## src/qsla_defs.vh

```
`ifndef QSLA_DEFS_VH
`define QSLA_DEFS_VH
// Operation
// - each receive port picks CSI-2 or RAW input via two-bit mode field
// - mode strap can set the receive input mode instead of software
// - CSI-2 input mode decodes the forward link as 40-bit frames
// - each frame yields video payload, control bytes and diagnostics
// - RAW input mode decodes 28-bit frames at lower line rate
// - every output packet carries a virtual channel id in header
// - CSI-2 mode remaps incoming virtual channel ids per receive port
// - forwarding control maps any receive port onto the one output
// - synchronous mode: line 160x, pixel 4x, back channel 2x reference
// - non-synchronous mode needs back channel programmed to 10 Mbps
// - RAW 8/10/12 pixels become CSI-2 stream of same raw format
// - RAW mode inserts per-port programmable virtual channel and type
// - 12-bit HF RAW: 12 data plus 2 sync, 37.5 to 100 MHz
// - 12-bit LF RAW: 12 data plus 2 sync, 25 to 50 MHz
// - 10-bit RAW: 10 data plus 2 sync, 50 to 100 MHz
// - all RAW modes use a 2.5 Mbps back channel
// - YUV formats packed like raw 8/10/12 are handled identically
// - output supports up to four lanes at up to 1.6 Gbps each
// - image and non-image packets (sync, embedded) are both forwarded
// - control channel runs continuously, independent of video blanking
// - 010 in back channel rate select gives 10 Mbps; sync default 50

// register indices; byte address is four times the index
`define QSLA_IDX_FWD_ENABLE  8'h20
`define QSLA_IDX_CSI_CTL     8'h33
`define QSLA_IDX_PORT_SEL    8'h4c
`define QSLA_IDX_PORT_STATUS 8'h4d
`define QSLA_IDX_BC_RATE     8'h58
`define QSLA_IDX_PORT_SETUP  8'h6d
`define QSLA_IDX_PORT_INFO   8'h6e
`define QSLA_IDX_RAW_HEADER  8'h70
`define QSLA_IDX_VC_REMAP    8'h72

// input link mode field codes
`define QSLA_MODE_CSI2    2'h0
`define QSLA_MODE_RAW12LF 2'h1
`define QSLA_MODE_RAW12HF 2'h2
`define QSLA_MODE_RAW10   2'h3

`define QSLA_FRAME_CSI2 6'h28
`define QSLA_FRAME_RAW  6'h1c

// back channel rate select codes and bit times
`define QSLA_BC_2M5  3'h0
`define QSLA_BC_10M  3'h2
`define QSLA_BC_50M  3'h6
`define QSLA_BC_2M5_NS 400
`define QSLA_BC_10M_NS 100
`define QSLA_BC_50M_NS 20
`define QSLA_PCLK_NS   20

// reset values and lane rate maximum
`define QSLA_RST_RAW_HDR  8'h2c
`define QSLA_RST_VC_REMAP 8'he4
`define QSLA_RST_CSI_CTL  8'h13
`define QSLA_RATE_MAX     3'h4

`define QSLA_DT_FS   6'h00
`define QSLA_DT_FE   6'h01
`define QSLA_DT_SHORT 6'h10
`define QSLA_DT_RAW8 6'h2a
`define QSLA_DT_YUV8 6'h1e
`endif

```

## src/qsla_top.v

```verilog
`timescale 1ns/100ps
`include "qsla_defs.vh"
module qsla_top (
  input  wire        pclk,
  input  wire        presetn,
  input  wire [11:0] paddr,
  input  wire        psel,
  input  wire        penable,
  input  wire        pwrite,
  input  wire [31:0] pwdata,
  output reg  [31:0] prdata,
  output reg         pready,
  output reg         pslverr,
  input  wire [3:0]  rx_link_clk,
  input  wire [3:0]  rx_link_data,
  input  wire [3:0]  rx_link_frame,
  input  wire [2:0]  mode_strap,
  input  wire        bc_tx_valid,
  input  wire [1:0]  bc_tx_port,
  input  wire [7:0]  bc_tx_byte,
  output reg         bc_busy,
  output reg  [3:0]  bc_line,
  input  wire        out_ready,
  output reg         out_valid,
  output reg         out_sop,
  output reg         out_eop,
  output reg  [1:0]  out_port,
  output reg  [1:0]  out_vc,
  output reg  [5:0]  out_dt,
  output reg  [15:0] out_data,
  output reg  [1:0]  csi_lane_count,
  output reg  [2:0]  csi_lane_rate,
  output reg         i2c_fwd_valid,
  output reg  [1:0]  i2c_fwd_port,
  output reg  [7:0]  i2c_fwd_data
);

  localparam BC_CYC_2M5 = `QSLA_BC_2M5_NS / `QSLA_PCLK_NS;
  localparam BC_CYC_10M = `QSLA_BC_10M_NS / `QSLA_PCLK_NS;
  localparam BC_CYC_50M = `QSLA_BC_50M_NS / `QSLA_PCLK_NS;
  localparam [7:0] CSI_RST = `QSLA_RST_CSI_CTL;

  function reg_hit;
    input [7:0] i;
    begin
      case (i)
        `QSLA_IDX_FWD_ENABLE, `QSLA_IDX_CSI_CTL, `QSLA_IDX_PORT_SEL,
        `QSLA_IDX_PORT_STATUS, `QSLA_IDX_BC_RATE, `QSLA_IDX_PORT_SETUP,
        `QSLA_IDX_PORT_INFO, `QSLA_IDX_RAW_HEADER,
        `QSLA_IDX_VC_REMAP: reg_hit = 1'b1;
        default: reg_hit = 1'b0;
      endcase
    end
  endfunction

  // pixel width from mode and programmed type; yuv shares raw packing
  function [15:0] pix_mask;
    input [1:0] m;
    input [5:0] dt;
    begin
      if (dt == `QSLA_DT_RAW8 || dt == `QSLA_DT_YUV8)
        pix_mask = 16'h00ff;
      else if (m == `QSLA_MODE_RAW10)
        pix_mask = 16'h03ff;
      else
        pix_mask = 16'h0fff;
    end
  endfunction

  function [4:0] bc_cycles;
    input [2:0] sel;
    begin
      case (sel)
        `QSLA_BC_2M5: bc_cycles = BC_CYC_2M5[4:0];
        `QSLA_BC_10M: bc_cycles = BC_CYC_10M[4:0];
        default:      bc_cycles = BC_CYC_50M[4:0];
      endcase
    end
  endfunction

  // configuration
  reg [7:0]  pmode_v;
  reg [3:0]  psync;
  reg [31:0] raw_hdr;
  reg [31:0] vcmap;
  reg [3:0]  fwd_en;
  reg [1:0]  port_sel;
  reg [2:0]  bc_rate;
  reg [2:0]  strap_s1;
  reg [2:0]  strap_s2;
  reg [1:0]  strap_cnt;

  wire [7:0] idx     = paddr[9:2];
  wire       hit     = reg_hit(idx) & (paddr[1:0] == 2'h0) &
                       (paddr[11:10] == 2'h0);
  wire       wr_en   = psel & penable & pready & pwrite & hit;
  wire [3:0] sel_oh  = 4'h1 << port_sel;
  wire       st_wr   = wr_en & (idx == `QSLA_IDX_PORT_STATUS);
  wire [3:0] clr_perr = (st_wr & pwdata[1]) ? sel_oh : 4'h0;
  wire [3:0] clr_ovf  = (st_wr & pwdata[2]) ? sel_oh : 4'h0;

  // per-port results, flattened
  wire [3:0]  hv_w;
  wire [3:0]  hsop_w;
  wire [3:0]  heop_w;
  wire [7:0]  hvc_w;
  wire [23:0] hdt_w;
  wire [63:0] hdata_w;
  wire [3:0]  iv_w;
  wire [31:0] idata_w;
  wire [31:0] stat_w;
  reg  [3:0]  take;
  reg  [3:0]  i2c_take;

  genvar g;
  generate
    for (g = 0; g < 4; g = g + 1) begin : port
      reg  [2:0]  s1;
      reg  [2:0]  s2;
      reg         lclk_d;
      reg  [39:0] sh;
      reg  [5:0]  cnt;
      reg  [39:0] frm;
      reg         fdone;
      reg         vs_p;
      reg         hs_p;
      reg         hv;
      reg         hsop;
      reg         heop;
      reg  [1:0]  hvc;
      reg  [5:0]  hdt;
      reg  [15:0] hdata;
      reg         iv;
      reg  [7:0]  idata;
      reg         lock;
      reg         perr;
      reg         ovf;
      reg  [3:0]  diag;
      reg         w_v;
      reg         w_sop;
      reg         w_eop;
      reg  [1:0]  w_vc;
      reg  [5:0]  w_dt;
      reg  [15:0] w_data;

      wire [1:0]  m     = pmode_v[2*g+1:2*g];
      wire        csi   = (m == `QSLA_MODE_CSI2);
      wire [5:0]  flen  = csi ? `QSLA_FRAME_CSI2 : `QSLA_FRAME_RAW;
      wire        rise  = s2[0] & ~lclk_d;
      wire        ok    = csi ? ~^frm : ~^frm[27:0];
      wire        good  = fdone & ok;
      wire        i2cv  = csi ? frm[39] : frm[27];
      wire [7:0]  i2cb  = csi ? frm[38:31] : frm[26:19];
      wire [1:0]  kind  = frm[30:29];
      wire        hs    = frm[18];
      wire        vs    = frm[17];
      wire        vs_ev = vs ^ vs_p;
      wire [7:0]  rmap  = vcmap[8*g+7:8*g];
      wire [7:0]  rhdr  = raw_hdr[8*g+7:8*g];

      always @(posedge pclk or negedge presetn) begin
        if (!presetn) begin
          s1     <= 3'h0;
          s2     <= 3'h0;
          lclk_d <= 1'b0;
          sh     <= 40'h0;
          cnt    <= 6'h0;
          frm    <= 40'h0;
          fdone  <= 1'b0;
        end else begin
          s1     <= {rx_link_frame[g], rx_link_data[g], rx_link_clk[g]};
          s2     <= s1;
          lclk_d <= s2[0];
          fdone  <= 1'b0;
          if (!s2[2]) begin
            cnt <= 6'h0;
          end else if (rise) begin
            sh <= {sh[38:0], s2[1]};
            if (cnt == flen - 6'h1) begin
              frm   <= {sh[38:0], s2[1]};
              fdone <= 1'b1;
              cnt   <= 6'h0;
            end else begin
              cnt <= cnt + 6'h1;
            end
          end
        end
      end

      // frame decode into one output word
      always @* begin
        w_v    = 1'b0;
        w_sop  = 1'b0;
        w_eop  = 1'b0;
        w_vc   = 2'h0;
        w_dt   = 6'h0;
        w_data = 16'h0;
        if (good & fwd_en[g]) begin
          if (csi) begin
            w_v    = (kind != 2'h0);
            w_sop  = (kind == 2'h1);
            w_eop  = (kind == 2'h3) |
                     ((kind == 2'h1) & (frm[26:21] < `QSLA_DT_SHORT));
            w_vc   = rmap[2*frm[28:27]+:2];
            w_dt   = frm[26:21];
            w_data = frm[20:5];
          end else begin
            w_vc = rhdr[7:6];
            if (vs_ev) begin
              w_v   = 1'b1;
              w_sop = 1'b1;
              w_eop = 1'b1;
              w_dt  = vs ? `QSLA_DT_FS : `QSLA_DT_FE;
            end else begin
              w_v    = hs | hs_p;
              w_sop  = hs & ~hs_p;
              w_eop  = ~hs & hs_p;
              w_dt   = rhdr[5:0];
              w_data = hs ? ({4'h0, frm[16:5]} & pix_mask(m, rhdr[5:0]))
                          : 16'h0;
            end
          end
        end
      end

      always @(posedge pclk or negedge presetn) begin
        if (!presetn) begin
          vs_p  <= 1'b0;
          hs_p  <= 1'b0;
          hv    <= 1'b0;
          hsop  <= 1'b0;
          heop  <= 1'b0;
          hvc   <= 2'h0;
          hdt   <= 6'h0;
          hdata <= 16'h0;
          iv    <= 1'b0;
          idata <= 8'h0;
          lock  <= 1'b0;
          perr  <= 1'b0;
          ovf   <= 1'b0;
          diag  <= 4'h0;
        end else begin
          if (fdone)
            lock <= ok;
          if (good) begin
            diag <= frm[4:1];
            if (!csi) begin
              vs_p <= vs;
              // a sync edge defers a coincident line edge one frame
              if (!vs_ev)
                hs_p <= hs;
            end
          end
          if (w_v) begin
            hv    <= 1'b1;
            hsop  <= w_sop;
            heop  <= w_eop;
            hvc   <= w_vc;
            hdt   <= w_dt;
            hdata <= w_data;
          end else if (take[g]) begin
            hv <= 1'b0;
          end
          if (good & i2cv) begin
            iv    <= 1'b1;
            idata <= i2cb;
          end else if (i2c_take[g]) begin
            iv <= 1'b0;
          end
          // set wins over a same-cycle clear
          if (fdone & ~ok)
            perr <= 1'b1;
          else if (clr_perr[g])
            perr <= 1'b0;
          if (w_v & hv & ~take[g])
            ovf <= 1'b1;
          else if (clr_ovf[g])
            ovf <= 1'b0;
        end
      end

      assign hv_w[g]              = hv;
      assign hsop_w[g]            = hsop;
      assign heop_w[g]            = heop;
      assign hvc_w[2*g+1:2*g]     = hvc;
      assign hdt_w[6*g+5:6*g]     = hdt;
      assign hdata_w[16*g+15:16*g] = hdata;
      assign iv_w[g]              = iv;
      assign idata_w[8*g+7:8*g]   = idata;
      assign stat_w[8*g+7:8*g]    = {diag, 1'b0, ovf, perr, lock};
    end
  endgenerate

  // packet arbitration
  reg        locked;
  reg [1:0]  owner;
  reg [1:0]  rr;
  reg [1:0]  sel;
  reg        sel_ok;
  reg [1:0]  j;
  integer    k;
  wire       out_free = ~out_valid | out_ready;

  always @* begin
    sel    = owner;
    sel_ok = 1'b0;
    j      = 2'h0;
    if (locked) begin
      sel_ok = hv_w[owner];
    end else begin
      for (k = 3; k >= 0; k = k - 1) begin
        j = rr + k[1:0];
        if (hv_w[j] & hsop_w[j]) begin
          sel    = j;
          sel_ok = 1'b1;
        end
      end
    end
    take = (out_free & sel_ok) ? (4'h1 << sel) : 4'h0;
  end

  always @(posedge pclk or negedge presetn) begin
    if (!presetn) begin
      locked    <= 1'b0;
      owner     <= 2'h0;
      rr        <= 2'h0;
      out_valid <= 1'b0;
      out_sop   <= 1'b0;
      out_eop   <= 1'b0;
      out_port  <= 2'h0;
      out_vc    <= 2'h0;
      out_dt    <= 6'h0;
      out_data  <= 16'h0;
    end else if (out_free) begin
      out_valid <= sel_ok;
      if (sel_ok) begin
        out_sop  <= hsop_w[sel];
        out_eop  <= heop_w[sel];
        out_port <= sel;
        out_vc   <= hvc_w[2*sel+:2];
        out_dt   <= hdt_w[6*sel+:6];
        out_data <= hdata_w[16*sel+:16];
        owner    <= sel;
        locked   <= ~heop_w[sel];
        if (heop_w[sel])
          rr <= sel + 2'h1;
      end
    end
  end

  // control bytes: lowest port first, frames arrive far apart
  integer q;
  integer t;
  always @* begin
    i2c_take = 4'h0;
    for (q = 3; q >= 0; q = q - 1)
      if (iv_w[q])
        i2c_take = 4'h1 << q;
  end

  always @(posedge pclk or negedge presetn) begin
    if (!presetn) begin
      i2c_fwd_valid <= 1'b0;
      i2c_fwd_port  <= 2'h0;
      i2c_fwd_data  <= 8'h0;
    end else begin
      i2c_fwd_valid <= 1'b0;
      for (t = 0; t < 4; t = t + 1)
        if (i2c_take[t]) begin
          i2c_fwd_valid <= 1'b1;
          i2c_fwd_port  <= t[1:0];
          i2c_fwd_data  <= idata_w[8*t+:8];
        end
    end
  end

  // back channel serializer: start bit, 8 data lsb first, stop bit
  reg [9:0] bc_sh;
  reg [3:0] bc_left;
  reg [4:0] bc_div;
  reg [1:0] bc_p;

  always @(posedge pclk or negedge presetn) begin
    if (!presetn) begin
      bc_sh   <= 10'h3ff;
      bc_left <= 4'h0;
      bc_div  <= 5'h0;
      bc_p    <= 2'h0;
      bc_busy <= 1'b0;
      bc_line <= 4'hf;
    end else if (!bc_busy) begin
      bc_line <= 4'hf;
      if (bc_tx_valid) begin
        bc_busy <= 1'b1;
        bc_p    <= bc_tx_port;
        bc_sh   <= {1'b1, bc_tx_byte, 1'b0};
        bc_left <= 4'ha;
        bc_div  <= 5'h0;
      end
    end else if (bc_div != 5'h0) begin
      bc_div <= bc_div - 5'h1;
    end else if (bc_left == 4'h0) begin
      bc_busy <= 1'b0;
      bc_line <= 4'hf;
    end else begin
      bc_line       <= 4'hf;
      bc_line[bc_p] <= bc_sh[0];
      bc_sh         <= {1'b1, bc_sh[9:1]};
      bc_left       <= bc_left - 4'h1;
      bc_div        <= bc_cycles(bc_rate) - 5'h1;
    end
  end

  // register read mux
  reg [31:0] rd_val;
  always @* begin
    rd_val = 32'h0;
    case (idx)
      `QSLA_IDX_FWD_ENABLE:  rd_val[3:0] = fwd_en;
      `QSLA_IDX_CSI_CTL:     rd_val[4:0] = {csi_lane_rate, csi_lane_count};
      `QSLA_IDX_PORT_SEL:    rd_val[1:0] = port_sel;
      `QSLA_IDX_PORT_STATUS: rd_val[7:0] = stat_w[8*port_sel+:8];
      `QSLA_IDX_BC_RATE:     rd_val[2:0] = bc_rate;
      `QSLA_IDX_PORT_SETUP:
        rd_val[2:0] = {psync[port_sel], pmode_v[2*port_sel+:2]};
      `QSLA_IDX_PORT_INFO:
        rd_val[5:0] = (pmode_v[2*port_sel+:2] == `QSLA_MODE_CSI2) ?
                      `QSLA_FRAME_CSI2 : `QSLA_FRAME_RAW;
      `QSLA_IDX_RAW_HEADER:  rd_val[7:0] = raw_hdr[8*port_sel+:8];
      `QSLA_IDX_VC_REMAP:    rd_val[7:0] = vcmap[8*port_sel+:8];
      default:               rd_val = 32'h0;
    endcase
  end

  wire [1:0] strap_mode = strap_s2[1:0];

  always @(posedge pclk or negedge presetn) begin
    if (!presetn) begin
      prdata         <= 32'h0;
      pready         <= 1'b0;
      pslverr        <= 1'b0;
      pmode_v        <= 8'h0;
      psync          <= 4'hf;
      raw_hdr        <= {4{`QSLA_RST_RAW_HDR}};
      vcmap          <= {4{`QSLA_RST_VC_REMAP}};
      fwd_en         <= 4'hf;
      port_sel       <= 2'h0;
      bc_rate        <= `QSLA_BC_50M;
      csi_lane_count <= CSI_RST[1:0];
      csi_lane_rate  <= CSI_RST[4:2];
      strap_s1       <= 3'h0;
      strap_s2       <= 3'h0;
      strap_cnt      <= 2'h0;
    end else begin
      strap_s1 <= mode_strap;
      strap_s2 <= strap_s1;
      pready   <= psel & ~penable;
      if (psel & ~penable) begin
        prdata  <= hit ? rd_val : 32'h0;
        pslverr <= ~hit;
      end
      if (strap_cnt != 2'h3)
        strap_cnt <= strap_cnt + 2'h1;
      // strap is caught once, on the third clock after release
      if (strap_cnt == 2'h2) begin
        pmode_v <= {4{strap_mode}};
        psync   <= {4{strap_s2[2]}};
        bc_rate <= (strap_mode != `QSLA_MODE_CSI2) ? `QSLA_BC_2M5
                                                   : `QSLA_BC_50M;
      end
      if (wr_en) begin
        case (idx)
          `QSLA_IDX_FWD_ENABLE: fwd_en <= pwdata[3:0];
          `QSLA_IDX_CSI_CTL: begin
            csi_lane_count <= pwdata[1:0];
            csi_lane_rate  <= (pwdata[4:2] > `QSLA_RATE_MAX) ?
                              `QSLA_RATE_MAX : pwdata[4:2];
          end
          `QSLA_IDX_PORT_SEL: port_sel <= pwdata[1:0];
          `QSLA_IDX_BC_RATE:  bc_rate  <= pwdata[2:0];
          `QSLA_IDX_PORT_SETUP: begin
            pmode_v[2*port_sel+:2] <= pwdata[1:0];
            psync[port_sel]        <= pwdata[2];
          end
          `QSLA_IDX_RAW_HEADER: raw_hdr[8*port_sel+:8] <= pwdata[7:0];
          `QSLA_IDX_VC_REMAP:   vcmap[8*port_sel+:8]   <= pwdata[7:0];
          default: ;
        endcase
      end
    end
  end

endmodule

```

## config.mk

```make
export PLATFORM = sky130hd
export DESIGN_NAME = qsla_top
export DESIGN_NICKNAME = d
export VERILOG_FILES = /design/src/qsla_top.v
export VERILOG_INCLUDE_DIRS = /design/src
export SDC_FILE = /design/constraint.sdc
export NUM_CORES = 1
export LEC_CHECK = 0
export CAP_MARGIN = 20
export CORE_ASPECT_RATIO = 1.1
export CORE_UTILIZATION = 37
export CTS_BUF_LIST = sky130_fd_sc_hd__clkbuf_16
export CTS_CLUSTER_SIZE = 28
export DETAILED_ROUTE_END_ITERATION = 12
export DONT_BUFFER_PORTS = 1
export PLACE_DENSITY_LB_ADDON = 0.12
export SKIP_LAST_GASP = 1
export SYNTH_ARGS = -nofsm -noshare
export SYNTH_HDL_FRONTEND = slang
export SYNTH_SLANG_ARGS = --single-unit
export TNS_END_PERCENT = 50
```

## constraint.sdc

```tcl
create_clock -name pclk -period 4.2 [get_ports pclk]
set_input_delay 0.21 -clock pclk [delete_from_list [all_inputs] [get_ports pclk]]
set_output_delay 0.21 -clock pclk [all_outputs]
set_load 0.01 [all_outputs]
```

Word-level counts from Yosys, hierarchy flattened

Cells that the tools add are included.

Bits in registers: 753
Input port bits: 76
Output and inout port bits: 84
Word-level logic and storage cells: 664

Add/subtract/negate cells: 18
$mul: 1
Order comparisons: 15
Eq/ne operators: 43
Shifts and indexed selects: 17
Multiplexer cells: 272
Bitwise operators: 107
Reductions and logical operators: 74

Operator list:

| cell                                                                     | count |
|---|---|
| 16-bit 2-to-1 mux                                                        | 28 |
| 6-bit 2-to-1 mux                                                         | 29 |
| 40-bit XNOR reduction                                                    | 4 |
| 1-bit 2-to-1 mux                                                         | 120 |
| 28-bit XNOR reduction                                                    | 4 |
| 12-bit 2-to-1 mux                                                        | 8 |
| 8-bit 2-to-1 mux                                                         | 12 |
| 32-bit by 6-bit indexed part select with 8-bit output                    | 3 |
| 4-bit 2-to-1 mux                                                         | 17 |
| 12-bit by 16-bit AND with 16-bit output                                  | 4 |
| 32-bit bitwise mux                                                       | 2 |
| 64-bit by 7-bit indexed part select with 16-bit output                   | 1 |
| 8-bit by 7-bit == test with 1-bit output (second input constant)         | 7 |
| 1-bit AND                                                                | 55 |
| 8-bit by 4-bit indexed part select with 2-bit output                     | 6 |
| 2-bit nonzero test                                                       | 22 |
| 10-bit 2-to-1 mux                                                        | 4 |
| 5-bit 2-to-1 mux                                                         | 7 |
| 2-bit 2-to-1 mux                                                         | 17 |
| 3-bit negator with 34-bit output                                         | 1 |
| 5-bit negator with 34-bit output                                         | 1 |
| 2-bit by 34-bit variable shift with 8-bit output (first input constant)  | 1 |
| 8-bit by 34-bit variable shift with 32-bit output (first input constant) | 1 |
| 2-bit by 34-bit indexed part select with 8-bit output                    | 1 |
| other kinds (51)                                                         | 192 |

Longest topological paths before layout

Gate-level depths: netlist of run 1.

Depth in word-level cells: 14
Depth in mapped cells: 12
Gate-level depth less buffers: 9

Worst setup path before layout of run 1

No wires, ideal clock.

Path kind: register -> register
Start point: register port_sel[1]
End point: register raw_hdr[16]
Library setup time: 0.083 ns
Data arrival time: 2.853 ns
Data required time: 4.117 ns
Path slack: 1.264 ns
Stages on the path, launching flop included: 10
Path buffers: 4
Period minus slack after synthesis: 2.936 ns
Cells stage by stage: dfrtp_1 > clkbuf_1 > clkbuf_1 > clkbuf_1 > inv_1 > ha_1 > clkbuf_1 > nor3b_1 > nand2_1 > o21ai_0

Word-level cells in the longest chain between the ends: 3

Ends and longest elaborated chain:

| what                                                                                                                        | line           | text |
|---|---|---|
| start, declared                                                                                                             | qsla_top.v:87  | `reg [1:0] port_sel;` |
| start signal, assigned                                                                                                      | qsla_top.v:479 | `` `QSLA_IDX_PORT_SEL: port_sel <= pwdata[1:0]; `` |
| 5-bit negator with 34-bit output (*)                                                                                        | qsla_top.v:485 | `` `QSLA_IDX_RAW_HEADER: raw_hdr[8*port_sel+:8] <= pwdata[7:0]; `` |
| 8-bit by 34-bit indexed part select with 32-bit output or 8-bit by 34-bit variable shift with 32-bit output (tied branches) | qsla_top.v:485 |  |
| 32-bit bitwise mux (*)                                                                                                      | qsla_top.v:485 |  |
| end signal, assigned                                                                                                        | qsla_top.v:444 | `` raw_hdr <= {4{`QSLA_RST_RAW_HDR}}; `` |
| end signal, assigned by index                                                                                               | qsla_top.v:485 |  |
| end, declared                                                                                                               | qsla_top.v:84  | `reg [31:0] raw_hdr;` |

Every way passes the cells marked *; elsewhere a longest branch is shown, timed or not.
A chain may end at the register's enable or synchronous reset.

Worst setup path after layout of run 1

Start point: register port[2].frm[27]
End point: register port[2].hdata[8]

Word-level cells in the longest chain between the ends: 5

Ends and longest elaborated chain:

| what                                                           | line           | text |
|---|---|---|
| start, declared                                                | qsla_top.v:123 | `reg [39:0] frm;` |
| start signal, assigned                                         | qsla_top.v:180 | `frm <= {sh[38:0], s2[1]};` |
| 40-bit XNOR reduction or 28-bit XNOR reduction (tied branches) | qsla_top.v:150 | `wire ok = csi ? ~^frm : ~^frm[27:0];` |
| 1-bit 2-to-1 mux (*)                                           | qsla_top.v:150 |  |
| 1-bit AND (*)                                                  | qsla_top.v:151 | `wire good = fdone & ok;` |
| 1-bit AND (*)                                                  | qsla_top.v:198 | `if (good & fwd_en[g]) begin` |
| 16-bit 2-to-1 mux or 1-bit 2-to-1 mux (tied branches)          | qsla_top.v:198 |  |
| end signal, assigned                                           | qsla_top.v:260 | `hdata <= w_data;` |
| end, declared                                                  | qsla_top.v:132 | `reg [15:0] hdata;` |

Marked as above.

==> results.tsv, run 1 <==
metric	value	unit
worst_pin_slew	4.34	ns
drt_wl_total	93000	µm
ctsLongestPathBuffers	3	
post-synth-top-count-cell	nand2_1	
async_flop_share	1.00	
clk_pin_slew	0.06	ns
place_ws	0.848	ns
clk_latency	0.63	ns
vias	22654	
use_met3	0.0431	
cts_buffers	84	
crit_fanout	16	
rsz0062_at_grt	no	
antenna_found_initial	5	
cp.required	4.74	ns
ir_drop	0.270	mV
cap_violations	0	
crit-reg2reg-launch	port[2].frm[27]	
hold_violations	220	
hold_path_class	in2async	
row_count	115	
period_share	0.811	
core_area	89800	µm²
die_area	92100	µm²
placedInstanceArea	34700	µm²
dieHeight	318	µm
dp_hpwl	66100	µm
dieWidth	290	µm
end_kind	flip-flop	
clockRootBuffer	clkbuf_16	
viasPerCell	5.15	
grt_util_all_layers	0.204	
cts_tree	done	
met2_usage	0.326	
synth-edff-count	0	
stdcell_area	37900	µm²
status	finished, violations left	
hold_ws	-0.625	ns
gr-usage-met1	0.270	
finalCriticalPeriod	3.41	ns
syn_area	33600	µm²
drive_gt1_frac	0.172	
ys_warn_count	0	
relSlewSlack	-1.89	
synth_area_leaders	dfrtp_1 (50%), nand2_1 (9.4%), mux2_2 (9.3%)	
grt_max_degree	729	
synth_seq_area_share	0.544	
grt_pass1_vias	23302	
setup_ws	0.794	ns
synthTopCellsByCount	nand2_1 (841), dfrtp_1 (674), mux2_2 (279)	
cts_sinks	728	
r2r_slack	0.79	ns
grt_pass1_wl	142000	µm
reg2reg_depth	8	
cts_setup_buffers	0	
drtIter0Drc	1317	
drt_first_pass_iters	6	
power-per-cell-area	406	nW/µm²
cp-startpoint	port[2].frm[27]	
holdBufCountCts	50	
synth_cell_type_count	80	
cts_max_level	3	
critPathMaxStageDelay	0.72	ns
ios	160	
drc	0	
crit_slowest_cell	a211oi_4	
skew	0.0254	ns
final_core_util	0.423	
wl_per_cell	21.1	µm
start_kind	flip-flop	
area_growth	12.8	%
crit_chain	xnor2_1, xnor2_1, xnor3_1, xnor3_1, mux2_4, a211oi_4, buf_12, mux2i_1	
fin_nets	3258	
cp-endpoint	port[2].hdata[8]	
start_util	0.375	
ant_nets	0	
drv_slew	657	
worstSetupPathType	reg2reg	
violations	hold timing, slew limit	
setup_viol	0	
avgSynthCellArea	10.7	µm²
synthFlopType	dfrtp_1	
syn_inst	3132	
yosysTopAreaCell	dfrtp_1	
overflow	0	
synth-seq-cells	728	
numPortBuffers	0	
rr_endpoint	port[2].hdata[8]	
max_freq	0.294	GHz
cp.arrival	3.95	ns
p_leak	0.0177	µW
place.gp.congestion	0.889	
tns	0	ns
grt_busiest_layer	met2	
synth_top_area_frac	0.501	
==> logic make-up after synthesis <==
| group | Yosys count | share of synthesized area |
|---|---|---|
| mux | 439 | 0.155 |
| other cells | 1 | 0.000111 |
| compound gates | 391 | 0.0722 |
| buf+inv | 269 | 0.0360 |
| flops | 728 | 0.544 |
| xor+xnor | 158 | 0.0471 |
| fa+ha+maj | 21 | 0.00759 |
| simple gates | 1125 | 0.139 |
==> critical path, delay by kind of cell, from the launching register on <==
family	cells	cell delay [ns]
buffers and inverters	1	0.26
AOI/OAI and AO/OA	1	0.72
muxes	2	0.60
xor gates and xnor gates	4	1.24
DFF	1	0.49
==> how the worst min path moves through the flow <==
| stage | slack (ns) | depth (start not counted) | endpoint | startpoint |
|---|---|---|---|---|
| detailed placement | -0.01 | 0 | port[0].lclk_d | presetn |
| CTS | -0.68 | 0 | port[0].lclk_d | presetn |
| floorplan | -0.09 | 0 | bc_busy | presetn |
| finish | -0.63 | 0 | port[0].lclk_d | presetn |
| global route | -0.68 | 0 | port[0].lclk_d | presetn |
| global placement | -0.02 | 0 | port[0].lclk_d | presetn |
==> per-stage QoR <==
stage          power [µW]  std cells
5_1_grt             16000       4400
6_report            15400       4400
3_3_place_gp         8210       4197
2_1_floorplan        8090       3155
3_5_place_dp         8250       4197
4_1_cts             15700       4398
==> per-layer routing <==
| layer | wire (µm) | vias up |
|---|---|---|
| met5 | 0 | - |
| met1 | 41700 | 11397 |
| met2 | 43200 | 505 |
| met3 | 5090 | 138 |
| met4 | 3070 | 0 |
| li1 | - | 10614 |
==> layout by cell type, fill, tap and decap left out, types with 19 or more instances in the layout <==
cell type	n
a21oi_1	75
a22o_1	19
a22oi_1	20
buf_4	38
clkbuf_16	85
clkinv_1	19
conb_1	24
dfrtp_1	674
dfstp_2	54
dlygate4sd3_1	50
inv_1	115
mux2_2	279
mux2i_1	117
mux4_2	32
nand2_1	841
nand3_1	39
nor2_1	105
nor2b_1	26
o21ai_0	165
o221ai_1	25
xnor2_1	125
==> what timing repair did <==
action / 4_1_cts / 5_1_grt
endpoints found under the setup margin: 0 / 0
gates resized for setup: 0 / 0
endpoints found under the hold margin: 863 / 700
==> flip-flops by register name (all words and copies together), names as in the netlist, 5 cells and up <==
register / cells
pmode_v: 8
port.s2: 12
port.s1: 12
i2c_fwd_data: 8
port.hvc: 8
port.hdata: 64
port.cnt: 24
port.idata: 32
bc_div: 5
out_dt: 6
bc_sh: 9
prdata: 8
port.sh: 156
port.hdt: 24
vcmap: 32
raw_hdr: 32
port.diag: 16
port.frm: 160
out_data: 16
==> power breakdown <==
group          internal (µW)  total [µW]  leakage, µW  switching, µW
logic                    312         623      0.00660            311
clock network           4280        7220      0.00138           2940
registers               7330        7560      0.00974            224
==> final cells by class <==
type	count	area (µm²)
Fill cell	8595	51800
Sequential cell	728	18300
Multi-Input combinational cell	2158	14300
Clock buffer	85	2130
Tap cell	1170	1460
Timing Repair Buffer	90	826
Clock inverter	66	574
Inverter	102	383
Antenna cell	1	2.50
No activity file was read; power rests on OpenSTA's default activity.
==> inputs of run 2 (changes only) <==
--- a/config.mk
+++ b/config.mk
@@ -6,6 +6,7 @@
 export SDC_FILE = /design/constraint.sdc
 export NUM_CORES = 1
 export LEC_CHECK = 0
+export ABC_AREA = 1
 export CAP_MARGIN = 20
 export CORE_ASPECT_RATIO = 1.1
 export CORE_UTILIZATION = 37
==> constraint.sdc (replaced) <==
create_clock -name pclk -period 3.5 [get_ports pclk]
set_input_delay 0.175 -clock pclk [delete_from_list [all_inputs] [get_ports pclk]]
set_output_delay 0.175 -clock pclk [all_outputs]
set_load 0.01 [all_outputs]
==> results.tsv, run 2 <==
metric	value	unit	change
placedInstanceArea	35900	µm²	+3.5%
yosysTopAreaCell	dfrtp_1		
skew	0.0291	ns	+0.00367 ns
place.gp.congestion	0.898		+1.1%
critPathTopFamily	simple AND/OR/NAND/NOR gates		
synth_seq_area_share	0.527		-0.0164
status	finished, violations left		
crit_slowest_cell	dfrtp_1		
synthTopCellsByCount	nand2_1 (1418), dfrtp_1 (674), o21ai_0 (536)		
drive_gt1_frac	0.0722		-0.100
synth_mux_area_frac	0.0159		-0.139
period_share	0.846		+0.0351
area_growth	13.1	%	
drt_first_pass_iters	5		-1
drt_wl_total	102000	µm	+10%
ant_nets	0		unchanged
ir_drop	0.350	mV	+30%
cts_max_level	3		unchanged
hold_violations	680		+210%
dieWidth	294	µm	+1.5%
syn_inst	4225		+35%
clk_pin_slew	0.06	ns	about the same
antenna_found_initial	1		-4
clk_latency	0.66	ns	+0.03 ns
synth-edff-count	0		unchanged
finalNonFillerCells	5587		+27%
worstSetupPathType	reg2reg		
ios	160		unchanged
ys_warn_count	0		unchanged
overflow	0		unchanged
synthXorXnorAreaFrac	0.0356		-0.0115
cp.arrival	3.53	ns	-0.42 ns
top_regs	port.frm: 160 flops, port.sh: 156 flops, port.hdata: 64 flops		
finalCriticalPeriod	2.96	ns	-0.445 ns
placed_cells	5370		+28%
violations	hold timing, slew limit		
start_kind	flip-flop		
dp_hpwl	72900	µm	+10%
synthFlopType	dfrtp_1		
synth-simple-area-share	0.219		+0.0807
vias	27508		+21%
reg2reg_depth	16		+8
holdBufCountCts	57		+14%
diodes	0		-1
crit_fanout	39		+23
timing.critical_path.mode_cell	nand2_1		
crit-reg2reg-launch	rr[0]		
synth_top_family_by_area	simple AND/OR/NAND/NOR gates		
start_util	0.374		about the same
p_leak	0.0185	µW	+4.5%
clockRootBuffer	clkbuf_16		
max_freq	0.338	GHz	+15%
drv_slew	654		-0.46%
cap_violations	0		unchanged
avgSynthCellArea	8.21	µm²	-24%
numPortBuffers	0		unchanged
stdcell_area	39200	µm²	+3.4%
grt_pass1_wl	160000	µm	+13%
synth_area_leaders	dfrtp_1 (49%), nand2_1 (15%), o21ai_0 (7.7%)		
wl_per_cell	18.3	µm	-13%
async_flop_share	1.00		unchanged
final_common_cell	nand2_1		
grt_pass1_vias	26891		+15%
critPathMaxStageDelay	0.58	ns	-0.14 ns
grt_max_degree	729		unchanged
synth_fa_ha_area_frac	0.00649		-0.00109
r2r_slack	0.54	ns	-0.26 ns
drc	0		unchanged
dieHeight	323	µm	+1.5%
synth_top_area_frac	0.486		-0.0151
post-synth-top-count-cell	nand2_1		
end_kind	flip-flop		
tns	0	ns	unchanged
core_area	92700	µm²	+3.2%
hold_ws	-0.771	ns	-0.145 ns
row_count	117		+1.7%
worst_pin_slew	3.31	ns	-1.03 ns
rsz0062_at_grt	no		
setup_viol	0		unchanged
final_cell_mix	nand2_1 (1418), dfrtp_1 (673), o21ai_0 (536)		
crit_buf_inv	3		+2
setup_ws	0.539	ns	-0.255 ns
largest_reg_flops	160		unchanged
fin_nets	4359		+34%
cp.required	4.07	ns	-0.67 ns
rr_endpoint	out_data[14]		
grt_util_all_layers	0.219		+0.0148
ctsLongestPathBuffers	3		unchanged
regMostFlops	port.frm		
crit_chain	inv_2, nand2_1, nand2_2, nand3_1, nand2_1, nor2_1, nor2_1, a21oi_1, nand2_1, nand2_2, buf_4, buf_4, nand2_1, nand3_1, nand3_1, nand2_1		
cts_buffers	85		+1.2%
power-per-cell-area	483	nW/µm²	+19%
place_ws	0.543	ns	-0.305 ns
hold_path_class	in2async		
die_area	95000	µm²	+3.1%
synth_compound_area_frac	0.127		+0.0552
drtIter0Drc	1975		+50%
synth-seq-cells	728		unchanged
relSlewSlack	-1.21		+0.688
syn_area	34700	µm²	+3.1%
cts_sinks	728		unchanged
cts_tree	done		
synth_cell_type_count	62		-23%
viasPerCell	4.92		-4.4%
cts-resized-gates	0		unchanged
==> run 2: cell count changes after synthesis, sizes merged, moves of 32 or more <==
cell   before   now
nor2      109   182
o21ai     168   594
a21oi      76   109
nand2     841  1430
o22ai       4    36
inv        99   387
mux2i     118    10
xor2       18    63
mux2      287    40
nand3      39   211
mux4       34     0
xnor2     128    78
==> run 2: worst max path at each step <==
stage	start	to	slack (ns)	cells after the start
floorplan	port_sel[0]	pmode_v[5]	0.92	11
global placement	rr[0]	out_data[14]	0.57	16
detailed placement	rr[0]	out_data[13]	0.54	16
CTS	rr[0]	out_data[13]	0.50	16
global route	rr[0]	out_data[13]	0.23	16
finish	rr[0]	out_data[14]	0.54	16
==> run 2: final cells by class <==
cell class / count / area [µm²]
Fill cell: 9402 / 53400
Timing Repair Buffer: 111 / 1000
Sequential cell: 728 / 18300
Tap cell: 1249 / 1560
Multi-Input combinational cell: 2943 / 14200
Clock buffer: 89 / 2230
Inverter: 396 / 1490
Clock inverter: 71 / 509
==> run 2: power breakdown <==
group | internal [µW] | switching (µW)
logic | 403 | 727
registers | 8800 | 236
clock network | 5110 | 3690
==> run 2: kinds of logic (layout without fill, tap and decap cells) <==
group	count (synthesis)	after routing
compound gates	822	822
xor+xnor	141	141
fa+ha+maj	18	18
buf+inv	577	667
flops	728	728
mux	50	50
other cells	1	24
simple gates	1888	1888
==> run 2: worst register-to-register path: stages, from the launching register on <==
cell	delay, ns
dfrtp_1	0.58
inv_2	0.17
nand2_1	0.11
nand2_2	0.11
nand3_1	0.10
nand2_1	0.06
nor2_1	0.14
nor2_1	0.06
a21oi_1	0.11
nand2_1	0.16
nand2_2	0.11
buf_4	0.29
buf_4	0.44
nand2_1	0.10
nand3_1	0.10
nand3_1	0.15
nand2_1	0.10
==> run 2: what timing repair did <==
item,in CTS,in global routing
setup endpoints to repair,0,0
endpoints found under the hold margin,851,728
setup buffers,0,0
==> run 2: per-stage QoR <==
stage                     hold WS, ns  utilization  power [µW]
after floorplan                -0.121            -        9930
after global placement        -0.0968        0.388       10200
after detailed placement      -0.0995        0.388       10300
after CTS                      -0.801        0.423       19200
after global routing           -0.804        0.423       19800
final                          -0.771        0.423       19000
==> run 2: metal layers <==
layer	part of all wire	global-route usage
met1	0.45	0.291
met2	0.48	0.364
met3	0.048	0.0399
met4	0.021	0.0600
met5	0	0
==> inputs of run 3 (changes only) <==
--- a/config.mk
+++ b/config.mk
@@ -6,7 +6,7 @@
 export SDC_FILE = /design/constraint.sdc
 export NUM_CORES = 1
 export LEC_CHECK = 0
-export ABC_AREA = 1
+export ABC_AREA = 0
 export CAP_MARGIN = 20
 export CORE_ASPECT_RATIO = 1.1
 export CORE_UTILIZATION = 37
==> constraint.sdc (replaced) <==
create_clock -name pclk -period 3.1 [get_ports pclk]
set_input_delay 0.155 -clock pclk [delete_from_list [all_inputs] [get_ports pclk]]
set_output_delay 0.155 -clock pclk [all_outputs]
set_load 0.01 [all_outputs]
==> results.tsv, run 3 (synthesis results as in run 1) <==
metric	value	unit	change
status	finished, violations left		
violations	hold timing, slew limit		
hold_ws	-0.729	ns	+0.0419 ns
cp.required	3.62	ns	-0.45 ns
grt_util_all_layers	0.211		-0.00806
cp.arrival	3.48	ns	-0.05 ns
cp-startpoint	port[2].frm[23]		
skew	0.0286	ns	-0.000451 ns
dp_hpwl	68300	µm	-6.4%
hold_violations	322		-53%
start_kind	flip-flop		
dieHeight	318	µm	-1.5%
max_freq	0.337	GHz	-0.15%
rsz0062_at_grt	no		
final_cell_mix	nand2_1 (841), dfrtp_1 (674), mux2_2 (279)		
cts_tree	done		
ir_drop	0.349	mV	-0.26%
p_total	20600	µW	+8.5%
final_core_util	0.427		+0.00355
place.gp.congestion	0.885		-1.5%
antenna_found_initial	2		+1
ant_nets	0		unchanged
grt_pass1_wl	147000	µm	-8.6%
power-per-cell-area	537	nW/µm²	+11%
row_count	115		-1.7%
worstSetupPathType	reg2reg		
cap_violations	0		unchanged
tns	0	ns	unchanged
power_frac_seq	0.498		+0.022
die_area	92100	µm²	-3.0%
grt_pass1_vias	23300		-13%
drtIter0Drc	1550		-22%
clkPwrFrac	0.460		-0.004
setup_viol	0		unchanged
overflow	0		unchanged
start_util	0.375		about the same
ios	160		unchanged
internal_power	15900	µW	+11%
dieWidth	290	µm	-1.5%
fin_nets	3313		-24%
p_switching	4700	µW	+1.0%
core_area	89800	µm²	-3.1%
cts_sinks	728		unchanged
top_regs	port.frm: 160 flops, port.sh: 156 flops, port.hdata: 64 flops		
ctsLongestPathBuffers	3		unchanged
power_frac_comb	0.042		-0.018
crit_fanout	28		-28%
area_growth	14.0	%	
regMostFlops	port.frm		
holdBufCountCts	56		-1.8%
grt_max_degree	729		unchanged
finalCriticalPeriod	2.97	ns	+0.00436 ns
cts_max_level	3		unchanged
worst_pin_slew	3.82	ns	+0.507 ns
rr_endpoint	port[2].heop		
vias	22923		-17%
viasPerCell	5.15		+4.5%
cts_setup_buffers	0		unchanged
wl_per_cell	21.5	µm	+17%
largest_reg_flops	160		unchanged
drive_gt1_frac	0.181		+0.108
drc	0		unchanged
fillerInstances	8633		-8.2%
drv_slew	524		-20%
drt_first_pass_iters	5		unchanged
final_common_cell	nand2_1		
sw_frac_of_total	0.228		-0.0169
p_leak	0.0180	µW	-2.8%
hold_path_class	in2async		
clockRootBuffer	clkbuf_16		
r2r_slack	0.13	ns	-0.40 ns
end_kind	flip-flop		
crit-reg2reg-launch	port[2].frm[23]		
clk_pin_slew	0.06	ns	about the same
reg2reg_depth	8		-8
clk_latency	0.64	ns	-0.02 ns
relSlewSlack	-1.54		-0.338
cts_buffers	83		-2.4%
drt_wl_total	95700	µm	-6.5%
period_share	0.957		+0.111
numPortBuffers	0		unchanged
## run 3: cell types whose count changed in the layout (fill, tap and decap cells not counted), moves of 33 or more
cell     delta
nand2_1   -577
o21ai_0   -371
inv_1     -274
mux2_2    +240
nand3_1   -166
mux2i_1   +107
nor2_1     -66
xnor2_1    +47
o21ai_1    -46
xor2_1     -45
a21oi_1    -33
## run 3: critical path, stage by stage (launching register included)
cell      delay, ns
dfrtp_1        0.42
xnor2_1        0.21
xnor2_1        0.19
xnor3_1        0.46
xnor3_1        0.30
mux2_4         0.37
a211oi_4       0.26
buf_12         0.26
mux2_2         0.36
## run 3: area by class of cell
cell class | instances | area [µm²] | share of cell area
sequential | 728 | 18300 | 0.477
clock buffer | 85 | 2130 | 0.0555
antenna | 1 | 2.50 | 0.0000653
multi-input combinational | 2158 | 14300 | 0.373
clock inverter | 65 | 449 | 0.0117
timing repair buffer | 146 | 1350 | 0.0352
inverter | 102 | 383 | 0.00999
tap | 1170 | 1460 | 0.0382
## run 3: worst max-delay path by stage
stage | slack [ns] | cells past startpoint | to
3_5_place_dp | 0.14 | 8 | port[1].heop
6_report | 0.13 | 8 | port[2].heop
3_3_place_gp | 0.20 | 8 | port[1].hdt[1]
5_1_grt | 0.02 | 8 | port[1].hdt[1]
2_1_floorplan | 0.16 | 9 | raw_hdr[16]
4_1_cts | 0.12 | 10 | port_sel[1]
## run 3: per-layer routing
metal,up-vias,GRT usage,share of wire
met5,-,0,0
met4,0,0.0689,0.030
met3,156,0.0401,0.053
met2,528,0.337,0.47
met1,11517,0.286,0.45
li1,10722,-,-
## run 3: through the flow
step	area (µm²)	instances	setup WS [ns]
finish	38300	4455	0.135
global route	38300	4455	0.0197
CTS	38300	4454	0.124
detailed placement	35200	4248	0.139
global placement	35200	4248	0.197
floorplan	33700	3155	0.164
## run 3: power groups by stage
| stage | sequential (µW) | clock, µW | combinational [µW] |
|---|---|---|---|
| after global placement | 10400 | 0 | 753 |
| after floorplan | 10300 | 0 | 670 |
| after detailed placement | 10400 | 0 | 793 |
| after global routing | 10300 | 10200 | 968 |
| after CTS | 10200 | 9770 | 873 |
| final | 10200 | 9470 | 863 |
## run 3: timing repair
item,4_1_cts,5_1_grt
hold endpoints to repair,867,718
setup endpoints to repair,0,2
resized for setup,0,1
